<file path="src/design/exec_pkg.sv">
package exec_pkg;

    // Operation codes presented by the dispatch stage.
    typedef enum logic [2:0]
    {
        OP_NONE = 3'b000,
        OP_UNPACK_HIGH = 3'b001,
        OP_UNPACK_LOW = 3'b010,
        OP_XOR = 3'b011,
        OP_GALOIS_MPY = 3'b100,
        OP_MASK_EXPAND = 3'b101,
        OP_SW_EXC_NO_RETURN = 3'b110
    } op_e;

    localparam int WORD_W = 32;
    localparam int REG_ADDR_W = 5;
    localparam int CONST_W = 5;
    localparam int MPY_SRC2_W = 9;
    localparam int MPY_EXTEND_W = 8;
    localparam int HALF_W = 16;
    // Result latency in cycles after the issue edge.
    localparam int LAT_SINGLE = 1;
    localparam int LAT_EXPAND = 2;
    localparam int LAT_MPY = 4;
    localparam int PIPE_DEPTH = 4;
    // Values after reset.
    localparam logic RST_FLAG = 1'b0;
    localparam logic [WORD_W-1:0] RST_WORD = 32'h0000_0000;

endpackage

</file>
<file path="src/design/galois_if.sv">
`timescale 1ns/1ps
// Operand and product path between the execute unit and its multiplier.
interface galois_if;
    logic [31:0] multiplicand;
    logic [8:0] multiplier;
    logic [31:0] product;
    modport requester (output multiplicand, output multiplier, input product);
    modport multiplier_end (input multiplicand, input multiplier, output product);
endinterface

</file>
<file path="src/design/galois_zero_poly.sv">
`timescale 1ns/1ps
// Carry-less multiply with a zero polynomial; pure combinational.
module galois_zero_poly
(
    galois_if.multiplier_end gp
);
    import exec_pkg::*;

    logic [WORD_W+MPY_EXTEND_W-1:0] acc;

    // Every partial level folds into one chain, so the full product is 40 bits wide.
    always_comb
    begin
        acc = '0;
        for (int i = 0; i < MPY_SRC2_W; i++)
        begin
            if (gp.multiplier[i])
            begin
                acc = acc ^ ({8'h00, gp.multiplicand} << i);
            end
        end
    end

    // The register holds 32 bits, so the 8 extended bits fall away on write.
    assign gp.product = acc[WORD_W-1:0];

endmodule

</file>
<file path="src/design/packed_unpack_mask_xor_unit.sv">
`timescale 1ns/1ps
module packed_unpack_mask_xor_unit
(
    input wire logic sys_clk,
    input wire logic rstn,
    input wire logic issue_valid,
    input wire exec_pkg::op_e issue_op,
    input wire logic predicate_true,
    input wire logic src1_is_const,
    input wire logic [31:0] src1,
    input wire logic [4:0] signed_five_bit_constant,
    input wire logic [31:0] src2,
    input wire logic [4:0] dst_addr,
    input wire logic [31:0] galois_polynomial_register,
    input wire logic other_exception,
    output logic wb_valid,
    output logic [4:0] wb_addr,
    output logic [31:0] wb_data,
    output logic software_exception_flag,
    output logic hardware_exception_bit,
    output logic take_no_return_entry,
    output logic take_nmi_entry,
    output logic save_return_state
);
    import exec_pkg::*;

    logic rst_sync1_q;
    logic rst_sync2_q;
    logic rst_n;
    logic [31:0] xor_src1;
    logic [31:0] single_result;
    logic single_write;
    logic [31:0] expand_result;
    logic [31:0] mpy_product;
    logic [31:0] poly_unused;
    logic software_exception_no_return_issue;
    logic [PIPE_DEPTH-1:0] pipe_valid_q;
    logic [4:0] pipe_addr_q [PIPE_DEPTH];
    logic [31:0] pipe_data_q [PIPE_DEPTH];
    logic [PIPE_DEPTH-1:0] mpy_valid_q;
    logic [4:0] mpy_addr_q [PIPE_DEPTH];

    galois_if gbus ();

    // Reset is released through two flops so every process leaves it on one edge.
    always_ff @(posedge sys_clk or negedge rstn)
    begin
        if (!rstn)
        begin
            rst_sync1_q <= 1'b0;
            rst_sync2_q <= 1'b0;
        end
        else
        begin
            rst_sync1_q <= 1'b1;
            rst_sync2_q <= rst_sync1_q;
        end
    end
    assign rst_n = rst_sync2_q;

    // The polynomial input is deliberately not connected to any arithmetic.
    assign poly_unused = galois_polynomial_register;
    assign gbus.multiplicand = src1;
    assign gbus.multiplier = src2[MPY_SRC2_W-1:0];
    assign mpy_product = gbus.product;

    galois_zero_poly u_gmpy
    (
        .gp(gbus.multiplier_end)
    );

    // The constant form sign-extends before the exclusive-OR.
    assign xor_src1 = src1_is_const ?
        {{(WORD_W-CONST_W){signed_five_bit_constant[CONST_W-1]}}, signed_five_bit_constant}
        : src1;

    // Only the two lowest source bits are looked at.
    assign expand_result = {{HALF_W{src2[1]}}, {HALF_W{src2[0]}}};

    // Single-cycle results are formed here and written at the next edge.
    always_comb
    begin
        single_result = RST_WORD;
        single_write = 1'b0;
        case (issue_op)
            OP_UNPACK_HIGH:
            begin
                single_result = {8'h00, src2[31:24], 8'h00, src2[23:16]};
                single_write = 1'b1;
            end
            OP_UNPACK_LOW:
            begin
                single_result = {8'h00, src2[15:8], 8'h00, src2[7:0]};
                single_write = 1'b1;
            end
            OP_XOR:
            begin
                single_result = xor_src1 ^ src2;
                single_write = 1'b1;
            end
            default:
            begin
                single_result = RST_WORD;
                single_write = 1'b0;
            end
        endcase
    end

    // The no-return exception runs unconditionally; the predicate does not gate it.
    assign software_exception_no_return_issue = issue_valid && (issue_op == OP_SW_EXC_NO_RETURN);

    // Multi-cycle stages; a false predicate never sets a stage valid bit, though address and data still load.
    always_ff @(posedge sys_clk or negedge rst_n)
    begin
        if (!rst_n)
        begin
            pipe_valid_q <= '0;
            for (int i = 0; i < PIPE_DEPTH; i++)
            begin
                pipe_addr_q[i] <= '0;
                pipe_data_q[i] <= RST_WORD;
            end
        end
        else
        begin
            // Stage 0 carries single-cycle work, stage 1 carries mask expansion.
            pipe_valid_q[0] <= issue_valid && predicate_true && single_write;
            pipe_addr_q[0] <= dst_addr;
            pipe_data_q[0] <= single_result;
            pipe_valid_q[1] <= issue_valid && predicate_true
                && (issue_op == OP_MASK_EXPAND);
            pipe_addr_q[1] <= dst_addr;
            pipe_data_q[1] <= expand_result;
            pipe_valid_q[2] <= pipe_valid_q[1];
            pipe_addr_q[2] <= pipe_addr_q[1];
            pipe_data_q[2] <= pipe_data_q[1];
            pipe_valid_q[3] <= 1'b0;
            pipe_addr_q[3] <= '0;
            pipe_data_q[3] <= RST_WORD;
        end
    end

    // Multiply product is captured at issue and walks two more stages before the write-back register.
    always_ff @(posedge sys_clk or negedge rst_n)
    begin
        if (!rst_n)
        begin
            mpy_valid_q <= '0;
            for (int i = 0; i < PIPE_DEPTH; i++)
            begin
                mpy_addr_q[i] <= '0;
            end
        end
        else
        begin
            mpy_valid_q <= {mpy_valid_q[PIPE_DEPTH-2:0],
                issue_valid && predicate_true && (issue_op == OP_GALOIS_MPY)};
            mpy_addr_q[0] <= dst_addr;
            for (int i = 1; i < PIPE_DEPTH; i++)
            begin
                mpy_addr_q[i] <= mpy_addr_q[i-1];
            end
        end
    end

    logic [31:0] mpy_data_q [PIPE_DEPTH];

    // Product data shifts alongside its valid bits.
    always_ff @(posedge sys_clk or negedge rst_n)
    begin
        if (!rst_n)
        begin
            for (int i = 0; i < PIPE_DEPTH; i++)
            begin
                mpy_data_q[i] <= RST_WORD;
            end
        end
        else
        begin
            mpy_data_q[0] <= mpy_product;
            for (int i = 1; i < PIPE_DEPTH; i++)
            begin
                mpy_data_q[i] <= mpy_data_q[i-1];
            end
        end
    end

    // Write-back port; issue timing by software avoids two results in one cycle.
    // If they collide anyway the oldest instruction, the multiply, wins.
    always_ff @(posedge sys_clk or negedge rst_n)
    begin
        if (!rst_n)
        begin
            wb_valid <= 1'b0;
            wb_addr <= '0;
            wb_data <= RST_WORD;
        end
        else if (mpy_valid_q[LAT_MPY-2])
        begin
            wb_valid <= 1'b1;
            wb_addr <= mpy_addr_q[LAT_MPY-2];
            wb_data <= mpy_data_q[LAT_MPY-2];
        end
        else if (pipe_valid_q[LAT_EXPAND-1] && !pipe_valid_q[0])
        begin
            wb_valid <= 1'b1;
            wb_addr <= pipe_addr_q[LAT_EXPAND-1];
            wb_data <= pipe_data_q[LAT_EXPAND-1];
        end
        else
        begin
            wb_valid <= issue_valid && predicate_true && single_write;
            wb_addr <= dst_addr;
            wb_data <= single_result;
        end
    end

    // Flag effects land one cycle after issue and are sticky until reset.
    always_ff @(posedge sys_clk or negedge rst_n)
    begin
        if (!rst_n)
        begin
            software_exception_flag <= RST_FLAG;
            hardware_exception_bit <= RST_FLAG;
        end
        else if (software_exception_no_return_issue)
        begin
            software_exception_flag <= 1'b1;
            hardware_exception_bit <= 1'b0;
        end
    end

    // Entry selection; a coincident other exception takes the normal path.
    always_ff @(posedge sys_clk or negedge rst_n)
    begin
        if (!rst_n)
        begin
            take_no_return_entry <= 1'b0;
            take_nmi_entry <= 1'b0;
            save_return_state <= 1'b0;
        end
        else
        begin
            take_no_return_entry <= software_exception_no_return_issue && !other_exception;
            take_nmi_entry <= other_exception;
            save_return_state <= other_exception;
        end
    end

endmodule

</file>
<file path="config.mk">
export PLATFORM = sky130hd
export DESIGN_NAME = packed_unpack_mask_xor_unit
export DESIGN_NICKNAME = d
export VERILOG_FILES = /design/src/design/exec_pkg.sv /design/src/design/galois_if.sv /design/src/design/galois_zero_poly.sv /design/src/design/packed_unpack_mask_xor_unit.sv
export SDC_FILE = /design/constraint.sdc
export NUM_CORES = 1
export LEC_CHECK = 0
export BUFFER_PORTS_ARGS = -buffer_cell sky130_fd_sc_hd__buf_2
export CAP_MARGIN = 30
export CORE_UTILIZATION = 42
export CTS_CLUSTER_DIAMETER = 50
export CTS_CLUSTER_SIZE = 40
export DETAILED_ROUTE_END_ITERATION = 8
export GPL_TIMING_DRIVEN = 0
export SYNTH_ARGS = -nofsm -noshare
export SYNTH_HDL_FRONTEND = slang
export SYNTH_SLANG_ARGS = --single-unit
</file>
<file path="constraint.sdc">
create_clock -name sys_clk -period 9.9 [get_ports sys_clk]
set_clock_uncertainty 0.1 [all_clocks]
set_input_delay 1.485 -clock sys_clk [delete_from_list [all_inputs] [get_ports sys_clk]]
set_output_delay 1.485 -clock sys_clk [all_outputs]
set_load 0.1 [all_outputs]
</file>
==> results.py <==
metrics = {
    "die": {
        "die_y_um": 147.5,
        "rows": 52,
        "die_area_um2": 21760,
        "start_util": 0.4339,
        "dieWidth_um": 147.5,
        "design.core.area_um2": 20490,
        "ios": 158,
    },
    "worst_setup_path": {
        "r2r_start": "pipe_valid_q[1]$_DFF_PN0_",
        "cp.arrival_ns": 1.26,
        "crit_type": "reg2out",
        "reg2reg_slack_ns": 8.07,
        "crit_path_start": "take_nmi_entry$_DFF_PN0_",
        "r2r_end": "wb_data[20]$_DFF_PN0_",
        "crit_required_ns": 8.32,
        "critPathLaunchType": "flip-flop",
        "endpoint_kind": "output pin",
        "worst-path-max-fanout": 2,
        "cp-endpoint": "take_nmi_entry",
        "reg2regPathDepth": 6,
    },
    "cts": {
        "clock_sinks": 161,
        "cts_root_buf": "clkbuf_16",
        "clk_pin_slew_ns": 0.07,
        "clk_latency_ns": 0.42,
        "cts_resized": 0,
        "cts_setup_buffers": 0,
        "cts_buffers": 17,
        "cts_hold_buf": 0,
        "cts_tree": "done",
        "htree_levels": 4,
        "clockBufferDepth": 2,
    },
    "route": {
        "drtAntennaViolNets": 0,
        "first_pass_iters": 5,
        "wl_mm": 23.97,
        "drcViolationCount": 0,
        "wire_per_inst_um": 17.70,
        "viasPerCell": 4.849,
        "drt-initial-drc-count": 465,
        "vias": 6566,
    },
    "final_layout": {
        "regArea_um2": 4033,
        "multi_input_area_um2": 4205,
        "fin_cells": 1354,
        "fin_nets": 1186,
        "diodes": 0,
        "syn_to_final_growth_pct": 16.32,
        "drive_gt1_frac": 0.1928,
        "nFillCells": 1964,
    },
    "timing": {
        "relSlewSlack": 0.6527,
        "fin_tns_setup_ns": 0,
        "max_freq_mhz": 351.5,
        "fin_crit_ns": 2.845,
        "worst_pin_slew_ns": 0.5209,
        "whs_ns": 0.1988,
        "finalSetupViolations": 0,
        "rsz0062_at_grt": "no",
        "fin_crit_sh": 0.2874,
        "hold_violations": 0,
        "slew_viol_final": 0,
    },
    "synthesis": {
        "syn-num-nets": 1071,
        "ys_ff_latch": 161,
        "synth_area_per_cell_um2": 9.303,
        "netlist_instances": 956,
        "netlist.area_leader.share": 0.4530,
        "ys_warn_count": 0,
        "synthDistinctLibCells": 29,
        "syn_area_um2": 8894,
        "synth_area_leader_cell": "dfrtp_1",
        "synth_area_leaders": "dfrtp_1 (45%), xnor2_1 (16%), nand2_1 (11%)",
        "seq_area_frac_synth": 0.4530,
    },
    "power_and_ir_drop": {
        "power_mw": 2.014,
        "vdd_drop_max_mv": 0.1190,
        "p_leak_nw": 4.840,
        "power_density_nw_per_um2": 194.7,
    },
    "flow_run": {
        "cap_violations": 0,
    },
    "global_route": {
        "antenna_found_initial": 0,
        "grt_max_degree": 71,
        "gr-total-overflow": 0,
        "grt_pass1_wl_mm": 37.34,
        "grt_usage": 0.2294,
        "grt_pass1_vias": 6462,
    },
    "placement": {
        "io_buffers": 94,
        "placed_cells": 1322,
        "hpwl_mm": 17.46,
        "place_congestion": 0.8510,
    },
    "hold_path": {
        "min_path_type": "reg2async",
    },
    "run_status": {
        "status": "completed",
    },
}
## cell families (layout without fill, tap and decap cells)
| group | Yosys count | count (layout) | share of synthesized area |
|---|---|---|---|
| AO/OA/AOI/OAI | 118 | 118 | 0.07442 |
| buffers and inverters | 127 | 255 | 0.07414 |
| other | 2 | 2 | 0.0008444 |
| XOR/XNOR | 244 | 244 | 0.2462 |
| multiplexers | 21 | 21 | 0.02364 |
| AND/OR/NAND/NOR | 283 | 283 | 0.1277 |
| flip-flops | 161 | 161 | 0.4530 |
## area by class of cell
| cell class | count | area share |
|---|---|---|
| plain buffers | 79 | 0.04632 |
| clock buffers | 18 | 0.04149 |
| clock inverters | 14 | 0.01500 |
| inverters | 48 | 0.01742 |
| multi-input cells | 668 | 0.4065 |
| flip-flops and latches | 161 | 0.3898 |
| well taps | 270 | 0.03266 |
| repair buffers | 96 | 0.05080 |
## cells in the mapped netlist (all sizes together)
| cell type | number |
|---|---|
| nor2b | 3 |
| a22oi | 16 |
| nand3 | 10 |
| conb | 2 |
| nand2b | 1 |
| or3 | 2 |
| buf | 70 |
| nor2 | 2 |
| nor3 | 3 |
| xor2 | 71 |
| inv | 48 |
| and4 | 2 |
| mux2i | 21 |
| a21oi | 64 |
| nand2 | 259 |
| o311ai | 7 |
| o21ai | 29 |
| xnor2 | 173 |
| dfrtp | 161 |
| clkbuf | 9 |
| and2 | 1 |
| a21o | 2 |
## layer usage
layer  GRT usage  vias to the layer above  routed length, um  part of all wire
li1            -                     3184                  -                 -
met4     0.06289                        0                313             0.013
met1      0.3161                     3135              10840              0.45
met5           0                        -                  0                 0
met3     0.03549                       22               1277             0.053
met2      0.3750                      225              11540              0.48
## cell usage in the layout (no fill, tap or decap), types with 5 or more instances in the layout
| master | Yosys | layout |
|---|---|---|
| clkbuf_1 | 9 | 10 |
| inv_1 | 48 | 48 |
| mux2i_1 | 21 | 21 |
| xnor2_2 | 7 | 7 |
| buf_4 | 16 | 16 |
| xnor2_1 | 166 | 166 |
| a22oi_1 | 16 | 16 |
| xor2_1 | 71 | 71 |
| inv_6 | 0 | 5 |
| nand2_1 | 256 | 256 |
| o21ai_1 | 7 | 7 |
| o21ai_0 | 22 | 22 |
| buf_6 | 9 | 9 |
| a21oi_1 | 64 | 64 |
| buf_2 | 44 | 138 |
| o311ai_0 | 7 | 7 |
| nand3_1 | 10 | 10 |
| clkbuf_16 | 0 | 17 |
| dfrtp_1 | 161 | 160 |
## power breakdown
group / switching (mW) / total (mW) / leakage, nW / internal [mW]
registers: 0.0475 / 0.876 / 1.95 / 0.828
clock network: 0.274 / 0.649 / 0.282 / 0.376
logic: 0.316 / 0.488 / 2.61 / 0.173
## metrics by stage
| step | util | setup WS, ns | instance area, um^2 |
|---|---|---|---|
| after floorplan | - | 4.982 | 8894 |
| after global routing | 0.5048 | 6.999 | 10340 |
| after CTS | 0.5048 | 7.026 | 10340 |
| after global placement | 0.4734 | 3.327 | 9702 |
| final | 0.5048 | 7.055 | 10340 |
| after detailed placement | 0.4763 | 6.695 | 9761 |
## worst max-delay path: stages, from the launching register on
cell     delay [ns]
dfrtp_1        0.34
buf_4          0.10
buf_2          0.41
## worst min path at each step
| stage | startpoint | slack [ns] | depth (start not counted) | to |
|---|---|---|---|---|
| finish | rst_n$_DFF_PN0_ | 0.20 | 0 | wb_data[2]$_DFF_PN0_ |
| floorplan | mpy_addr_q[10]$_DFF_PN0_ | 0.23 | 0 | mpy_addr_q[5]$_DFF_PN0_ |
| detailed placement | rst_n$_DFF_PN0_ | 0.22 | 0 | wb_data[0]$_DFF_PN0_ |
| global route | mpy_data_q[97]$_DFF_PN0_ | 0.24 | 0 | mpy_data_q[65]$_DFF_PN0_ |
| CTS | rst_n$_DFF_PN0_ | 0.23 | 0 | wb_data[2]$_DFF_PN0_ |
| global placement | mpy_data_q[92]$_DFF_PN0_ | 0.23 | 0 | mpy_data_q[60]$_DFF_PN0_ |
## flip-flops by register name, indices dropped and copies added (netlist names)
signal                   flops
mpy_addr_q                  15
mpy_data_q                  96
mpy_valid_q                  3
pipe_data_q                  2
pipe_valid_q                 2
rst_n                        1
rst_sync1_q                  1
software_exception_flag      1
take_nmi_entry               1
take_no_return_entry         1
wb_addr                      5
wb_data                     32
wb_valid                     1
Note: power is estimated with default switching activity, not from simulation.
